$ cat config.mk
export PLATFORM = sky130hd
export DESIGN_NAME = hm12_sequencer
export DESIGN_NICKNAME = d
export VERILOG_FILES = /design/src/hm12_pkg.sv /design/src/hm12_sync_edge.sv /design/src/hm12_sequencer.sv
export VERILOG_INCLUDE_DIRS = /design/src
export SDC_FILE = /design/constraint.sdc
export NUM_CORES = 1
export LEC_CHECK = 0
export BUFFER_PORTS_ARGS = -buffer_cell sky130_fd_sc_hd__buf_2
export CAP_MARGIN = 40
export CELL_PAD_IN_SITES_DETAIL_PLACEMENT = 1
export CELL_PAD_IN_SITES_GLOBAL_PLACEMENT = 1
export CORE_MARGIN = 8
export CORE_UTILIZATION = 47
export CTS_CLUSTER_SIZE = 28
export DETAILED_ROUTE_END_ITERATION = 8
export GPL_TIMING_DRIVEN = 0
export HOLD_SLACK_MARGIN = 0.02
export PLACE_DENSITY_LB_ADDON = 0.1
export SYNTH_ARGS = -nofsm -noshare
export SYNTH_HDL_FRONTEND = slang
export SYNTH_SLANG_ARGS = --single-unit
$ cat constraint.sdc
create_clock -name i_ref_clk -period 6.7 [get_ports i_ref_clk]
set_input_delay 1.34 -clock i_ref_clk [delete_from_list [all_inputs] [get_ports i_ref_clk]]
set_output_delay 1.34 -clock i_ref_clk [all_outputs]
set_load 0.01 [all_outputs]
$ cat src/hm12_defines.svh
`ifndef HM12_DEFINES_SVH
`define HM12_DEFINES_SVH

// ------------------------------------------------------------
// command encodings and synchroniser reset value
// ------------------------------------------------------------
`define HM12_DIR_FWD 1'h0
`define HM12_DIR_REV 1'h1
`define HM12_SPD_LOW 1'h0
`define HM12_SPD_HIGH 1'h1
`define HM12_SYNC_RESET 3'h0

// ------------------------------------------------------------
// flag levels
// ------------------------------------------------------------
`define HM12_FLAG_OFF 1'h0
`define HM12_FLAG_ON 1'h1
`endif

$ cat src/hm12_pkg.sv
package hm12_pkg;
    // sequencer states
    typedef enum logic [3:0] {
        HM12_IDLE = 4'h0,
        HM12_A_FWD_LO = 4'h1,
        HM12_A_REV_LO = 4'h2,
        HM12_A_WAIT_Z = 4'h3,
        HM12_B_REV_HI = 4'h4,
        HM12_B_FWD_HI = 4'h5,
        HM12_B_FWD_LO = 4'h6,
        HM12_B_REV_LO = 4'h7,
        HM12_B_WAIT_Z = 4'h8,
        HM12_DONE = 4'h9
    } hm12_state_t;
endpackage

$ cat src/hm12_sync_edge.sv
`timescale 1ns/10ps
`include "hm12_defines.svh"
// ------------------------------------------------------------
// three-stage synchroniser with edge detection
// ------------------------------------------------------------
module hm12_sync_edge (
    // clock and reset
    input wire logic i_ref_clk,
    input wire logic i_reset,
    // asynchronous pin
    input wire logic i_pin,
    // filtered level and edges
    output logic o_level,
    output logic o_rise,
    output logic o_fall
);
    logic [2:0] sync_r;
    logic [2:0] sync_nxt;
    logic level_r;
    logic level_nxt;

    // shift chain; stage 0 is read only by stage 1
    always_comb begin
        sync_nxt = {sync_r[1:0], i_pin};
        level_nxt = level_r;
        if (sync_r[1] == sync_r[2]) begin
            level_nxt = sync_r[2];
        end
    end

    always_ff @(posedge i_ref_clk or posedge i_reset) begin
        if (i_reset) begin
            sync_r <= `HM12_SYNC_RESET;
            level_r <= `HM12_FLAG_OFF;
        end else begin
            sync_r <= sync_nxt;
            level_r <= level_nxt;
        end
    end

    // one-cycle edge pulses from registered samples
    assign o_level = level_r;
    assign o_rise = level_nxt & ~level_r;
    assign o_fall = ~level_nxt & level_r;
endmodule // hm12_sync_edge

$ cat src/hm12_sequencer.sv
`timescale 1ns/10ps
`include "hm12_defines.svh"
// ------------------------------------------------------------
// homing sequencer, one method, two cases
// ------------------------------------------------------------
module hm12_sequencer (
    // clock and reset
    input wire logic i_ref_clk,
    input wire logic i_reset,
    // control
    input wire logic i_start,
    input wire logic i_abort,
    // sensors, asynchronous
    input wire logic i_origin_sw,
    input wire logic i_rev_limit,
    input wire logic i_index,
    // motion command
    output logic o_run,
    output logic o_dir_rev,
    output logic o_speed_high,
    // status
    output logic o_busy,
    output logic o_done,
    output logic o_unsupported,
    output hm12_pkg::hm12_state_t o_state
);
    import hm12_pkg::*;

    logic org_lvl;
    logic org_rise;
    logic org_fall;
    logic lim_lvl;
    logic lim_rise;
    logic idx_rise;
    hm12_state_t state_r;
    hm12_state_t state_nxt;
    logic run_r;
    logic run_nxt;
    logic dir_r;
    logic dir_nxt;
    logic spd_r;
    logic spd_nxt;
    logic done_r;
    logic done_nxt;
    logic unsup_r;
    logic unsup_nxt;
    logic busy_r;
    logic busy_nxt;

    // ------------------------------------------------------------
    // input synchronisers
    // ------------------------------------------------------------
    hm12_sync_edge u_sync_org (
        .i_ref_clk(i_ref_clk),
        .i_reset(i_reset),
        .i_pin(i_origin_sw),
        .o_level(org_lvl),
        .o_rise(org_rise),
        .o_fall(org_fall)
    );

    hm12_sync_edge u_sync_lim (
        .i_ref_clk(i_ref_clk),
        .i_reset(i_reset),
        .i_pin(i_rev_limit),
        .o_level(lim_lvl),
        .o_rise(lim_rise),
        .o_fall()
    );

    hm12_sync_edge u_sync_idx (
        .i_ref_clk(i_ref_clk),
        .i_reset(i_reset),
        .i_pin(i_index),
        .o_level(),
        .o_rise(idx_rise),
        .o_fall()
    );

    // ------------------------------------------------------------
    // sequencer next state
    // ------------------------------------------------------------
    // one step per edge, or on the limit level in case b; edges arrive as one-cycle pulses, so each acts once
    always_comb begin
        state_nxt = state_r;
        run_nxt = run_r;
        dir_nxt = dir_r;
        spd_nxt = spd_r;
        case (state_r)
            HM12_IDLE, HM12_DONE: begin
                // start picks the case from the filtered origin level
                if (i_start) begin
                    run_nxt = `HM12_FLAG_ON;
                    if (org_lvl) begin
                        state_nxt = HM12_A_FWD_LO;
                        dir_nxt = `HM12_DIR_FWD;
                        spd_nxt = `HM12_SPD_LOW;
                    end else begin
                        state_nxt = HM12_B_REV_HI;
                        dir_nxt = `HM12_DIR_REV;
                        spd_nxt = `HM12_SPD_HIGH;
                    end
                end
            end
            // case a: leave the switch forward, creep back onto it in reverse
            HM12_A_FWD_LO: begin
                if (org_fall) begin
                    state_nxt = HM12_A_REV_LO;
                    dir_nxt = `HM12_DIR_REV;
                    spd_nxt = `HM12_SPD_LOW;
                end
            end
            HM12_A_REV_LO: begin
                if (org_rise) begin
                    state_nxt = HM12_A_WAIT_Z; // arm index search
                end
            end
            // case b: reverse at speed until the limit turns the axis round
            HM12_B_REV_HI: begin
                if (org_rise || org_fall) begin
                    // origin reached first: outside this block's cases
                    state_nxt = HM12_DONE;
                    run_nxt = `HM12_FLAG_OFF;
                end else if (lim_rise || lim_lvl) begin
                    // level too: an axis already on the limit turns at once
                    state_nxt = HM12_B_FWD_HI;
                    dir_nxt = `HM12_DIR_FWD;
                    spd_nxt = `HM12_SPD_HIGH;
                end
            end
            HM12_B_FWD_HI: begin
                if (org_rise) begin
                    state_nxt = HM12_B_FWD_LO;
                    dir_nxt = `HM12_DIR_FWD;
                    spd_nxt = `HM12_SPD_LOW;
                end
            end
            HM12_B_FWD_LO: begin
                if (org_fall) begin
                    state_nxt = HM12_B_REV_LO;
                    dir_nxt = `HM12_DIR_REV;
                    spd_nxt = `HM12_SPD_LOW;
                end
            end
            HM12_B_REV_LO: begin
                if (org_rise) begin
                    state_nxt = HM12_B_WAIT_Z; // arm index search
                end
            end
            // an index that coincides with the arming rise is not counted
            HM12_A_WAIT_Z, HM12_B_WAIT_Z: begin
                if (idx_rise) begin
                    state_nxt = HM12_DONE;
                    run_nxt = `HM12_FLAG_OFF; // stop on index
                end
            end
            default: begin
                state_nxt = HM12_IDLE;
                run_nxt = `HM12_FLAG_OFF;
            end
        endcase
        // abort stops motion from any active state
        if (i_abort && state_r != HM12_IDLE && state_r != HM12_DONE) begin
            state_nxt = HM12_IDLE;
            run_nxt = `HM12_FLAG_OFF;
        end
    end

    // ------------------------------------------------------------
    // sequencer registers
    // ------------------------------------------------------------
    always_ff @(posedge i_ref_clk or posedge i_reset) begin
        if (i_reset) begin
            state_r <= HM12_IDLE;
            run_r <= `HM12_FLAG_OFF;
            dir_r <= `HM12_DIR_FWD;
            spd_r <= `HM12_SPD_LOW;
        end else begin
            state_r <= state_nxt;
            run_r <= run_nxt;
            dir_r <= dir_nxt;
            spd_r <= spd_nxt;
        end
    end

    // ------------------------------------------------------------
    // status flags
    // ------------------------------------------------------------
    // cleared on start, set by the way the run ended
    always_comb begin
        done_nxt = done_r;
        unsup_nxt = unsup_r;
        if ((state_r == HM12_IDLE || state_r == HM12_DONE) && i_start) begin
            done_nxt = `HM12_FLAG_OFF;
            unsup_nxt = `HM12_FLAG_OFF;
        end
        if (state_nxt == HM12_DONE) begin
            if (state_r == HM12_A_WAIT_Z || state_r == HM12_B_WAIT_Z) begin
                done_nxt = `HM12_FLAG_ON; // homed on index
            end
            if (state_r == HM12_B_REV_HI) begin
                unsup_nxt = `HM12_FLAG_ON; // origin edge before any limit
            end
        end
        // busy follows the state about to be entered, so it lines up with it
        busy_nxt = (state_nxt != HM12_IDLE) && (state_nxt != HM12_DONE);
    end

    // status registers
    always_ff @(posedge i_ref_clk or posedge i_reset) begin
        if (i_reset) begin
            done_r <= `HM12_FLAG_OFF;
            unsup_r <= `HM12_FLAG_OFF;
            busy_r <= `HM12_FLAG_OFF;
        end else begin
            done_r <= done_nxt;
            unsup_r <= unsup_nxt;
            busy_r <= busy_nxt;
        end
    end

    // ------------------------------------------------------------
    // outputs
    // ------------------------------------------------------------
    assign o_run = run_r;
    assign o_dir_rev = dir_r;
    assign o_speed_high = spd_r;
    assign o_busy = busy_r;
    assign o_done = done_r;
    assign o_unsupported = unsup_r;
    assign o_state = state_r;
endmodule // hm12_sequencer

==> flow_summary.toml <==
[place]
place.gp.congestion = 0.882
port_buffers = 16
place_inst = 164
dpl_cell_area_um2 = 1350
dpl.hpwl_um = 2350

[setup_path]
r2r_slack_ns = 4.10
critical_path_depth = 10
endpoint = "o_busy$_DFF_PP0_"
crit_type = "flip-flop to flip-flop"
critPathLaunch = "u_sync_org.o_level$_DFF_PP0_"
cp.required_ns = 6.86
max_stage_delay_ns = 0.36
reg2reg_to = "o_busy$_DFF_PP0_"
crit_slowest_cell = "dfrtp_1"
path_buf_inv = 2
crit_path_cell_trace = "clkbuf_1 -> a21o_1 -> o21a_1 -> inv_1 -> ha_1 -> and4bb_2 -> nor4_1 -> o21ai_0 -> nor4bb_1 -> nor3_1"
reg2reg_from = "u_sync_org.o_level$_DFF_PP0_"
cp.arrival_ns = 2.76
reg2reg_depth = 10
critPathCaptureType = "flip-flop"
cp_max_fo = 9
start_kind = "flip-flop"
cpLargestDelayFamily = "simple AND/OR/NAND/NOR gates"

[drt]
drcViolationCount = 0
drt_first_pass_iters = 4
viasPerCell = 5.98
ant_nets = 0
dr_total_vias = 999
drt-wirelength-per-cell_um = 18.1
drt_iter0_drc = 53
wl_um = 3020

[cts]
hold_buffers = 0
cts_made_buffers = 3
path_clk_slew_ns = 0.11
cts_tree = "done"
insertion_delay_ns = 0.29
ctsResizeCount = 0
post_cts_buffers = 0
htreeDepth = 1
cts_sinks = 22
cts-root-buf = "clkbuf_4"
cts_max_path_buffers = 2

[layout]
fin_area_um2 = 1370
instances_no_fill = 167
area_delta_synth_final_pct = 11.4
diodes = 0
multi_input_area_um2 = 596
drive_gt1_share_pct = 24.8
seq_area_um2 = 551
num-nets-final = 148
nFillCells = 294

[timing]
finalHoldViolCount = 0
clock_skew_ns = 0.0101
rsz0062_at_grt = "false"
slew_viol_final = 0
clock.fmax_mhz = 385
setup_violations = 0
min_period_ns = 2.60
worstMarginPinSlew_ns = 0.774
fin_setup_tns_ns = 0
max_slew_margin_pct = 48.4
period_share_pct = 38.8

[grt]
grt_pass1_vias = 1042
grt-ovfl-total = 0
grt_usage_pct = 14.3
grt_max_degree = 23
grt_pass1_wl_um = 5060
antenna_found_initial = 0

[yosys]
yosysTopAreaCell = "dfrtp_1"
synthTopCellsByArea = "dfrtp_1 45%, a21oi_1 2.8%, buf_6 2.7%"
ys_seq_area_share_pct = 44.7
synth_ff_type = "dfrtp_1"
synth_nets = 127
syn_area_per_cell_um2 = 10.4
synth.cell_area_um2 = 1230
netlist.area_leader.share_pct = 44.7
ys_ff_latch = 22
synth_warnings = 0
synth_cells = 118
synth_edf_count = 0
ys_types = 46
async_reset_ff_share_pct = 100

[floorplanning]
row_count = 18
die_h_um = 67.2
core_area_um2 = 2480
start_util_pct = 49.7
die_area_um2 = 4510
die_w_um = 67.2
num_io_pins = 17

[pwr]
p_sw_uw = 262
clockPowerShare_pct = 9.1
power_frac_comb_pct = 58.8
intPower_uw = 335
seq_power_share_pct = 32.1
p_leak_uw = 0.000618
p_per_area_nw_per_um2 = 435
peakVddDrop_v = 0.000236
swShare_pct = 43.9
totalPowerFinal_uw = 597

[job]
maxCapViolations = 0

[min_path]
hold_path.class = "flip-flop to flip-flop"

[status]
status = "finished, final reports clean"
==> logic make-up (layout without fill, tap and decap cells) <==
family	Yosys count	in the layout	share of synthesized area, %
adders and majority gates	4	4	3.66
xor gates and xnor gates	1	1	0.712
AOI/OAI and AO/OA	38	38	23.2
and+or+nand+nor	36	36	19.0
muxes	2	2	1.83
buffers and inverters	15	34	6.91
DFF	22	22	44.7
==> state kept, by name, indices dropped and copies added (netlist names) <==
| name | count |
|---|---|
| u_sync_lim.sync_r | 3 |
| u_sync_org.o_level | 1 |
| o_done | 1 |
| o_run | 1 |
| o_busy | 1 |
| u_sync_idx.sync_r | 3 |
| o_dir_rev | 1 |
| u_sync_lim.o_level | 1 |
| o_speed_high | 1 |
| u_sync_idx.o_level | 1 |
| u_sync_org.sync_r | 3 |
| o_unsupported | 1 |
| o_state | 4 |
==> final cells by class <==
| type | count | area share [%] |
|---|---|---|
| Multi-Input combinational cell | 81 | 43.4 |
| Sequential cell | 22 | 40.1 |
| Timing Repair Buffer | 16 | 5.84 |
| Buffer | 7 | 4.01 |
| Tap cell | 30 | 2.74 |
| Inverter | 8 | 2.19 |
| Clock buffer | 3 | 1.64 |
==> layout by cell type, fill, tap and decap left out, types with 3 or more instances in the layout <==
| master | count |
|---|---|
| dfrtp_1 | 22 |
| buf_2 | 18 |
| inv_1 | 8 |
| nor2_1 | 8 |
| nand2_1 | 7 |
| a21oi_1 | 7 |
| o21ai_0 | 6 |
| buf_6 | 3 |
| a31oi_1 | 3 |
| nand3_1 | 3 |
| o22ai_1 | 3 |
| clkbuf_4 | 3 |
==> power by group through the flow <==
stage | Sequential, µW | Clock, µW | Combinational [µW]
detailed placement | 194 | 0 | 351
finish | 191 | 54.2 | 351
floorplan | 201 | 0 | 245
global placement | 191 | 0 | 338
global route | 196 | 62.3 | 384
CTS | 191 | 58.5 | 352
==> worst min-delay path by stage <==
stage | startpoint | slack [ns] | depth (start not counted) | end
finish | u_sync_idx.sync_r[0]$_DFF_PP0_ | 0.37 | 0 | u_sync_idx.sync_r[1]$_DFF_PP0_
global route | u_sync_idx.sync_r[0]$_DFF_PP0_ | 0.38 | 0 | u_sync_idx.sync_r[1]$_DFF_PP0_
CTS | u_sync_idx.sync_r[0]$_DFF_PP0_ | 0.37 | 0 | u_sync_idx.sync_r[1]$_DFF_PP0_
detailed placement | u_sync_idx.sync_r[0]$_DFF_PP0_ | 0.34 | 0 | u_sync_idx.sync_r[1]$_DFF_PP0_
global placement | u_sync_idx.sync_r[0]$_DFF_PP0_ | 0.34 | 0 | u_sync_idx.sync_r[1]$_DFF_PP0_
floorplan | u_sync_idx.sync_r[0]$_DFF_PP0_ | 0.33 | 0 | u_sync_idx.sync_r[1]$_DFF_PP0_
==> synth_stat cells, drive strengths merged (2+ instances only) <==
master / n
dfrtp: 22
nor2: 9
inv: 8
a21oi: 7
nand2: 7
buf: 6
o21ai: 6
a31oi: 3
nand3: 3
o22ai: 3
a2111oi: 2
a21o: 2
a2bb2oi: 2
and3b: 2
and4bb: 2
ha: 2
maj3: 2
mux2: 2
nand2b: 2
nor2b: 2
nor3: 2
o21a: 2
o31ai: 2
==> metrics by stage <==
| step | setup WS (ns) | hold slack, ns | utilization, % |
|---|---|---|---|
| finish | 4.10 | 0.367 | 55.4 |
| floorplan | 4.43 | 0.331 | - |
| global route | 3.95 | 0.375 | 55.4 |
| detailed placement | 4.05 | 0.337 | 54.4 |
| global placement | 4.15 | 0.339 | 54.4 |
| CTS | 4.11 | 0.372 | 55.4 |
==> metal layers <==
layer	vias to the layer above	part of all wire, %	track usage [%]	routed length, µm
met5	-	0	0	0
met1	500	46	18.1	1400
met3	4	4.0	2.65	121
met4	0	1.1	4.96	32
met2	18	49	24.0	1470
li1	477	-	-	-
Note: power is estimated with default switching activity, not from simulation.
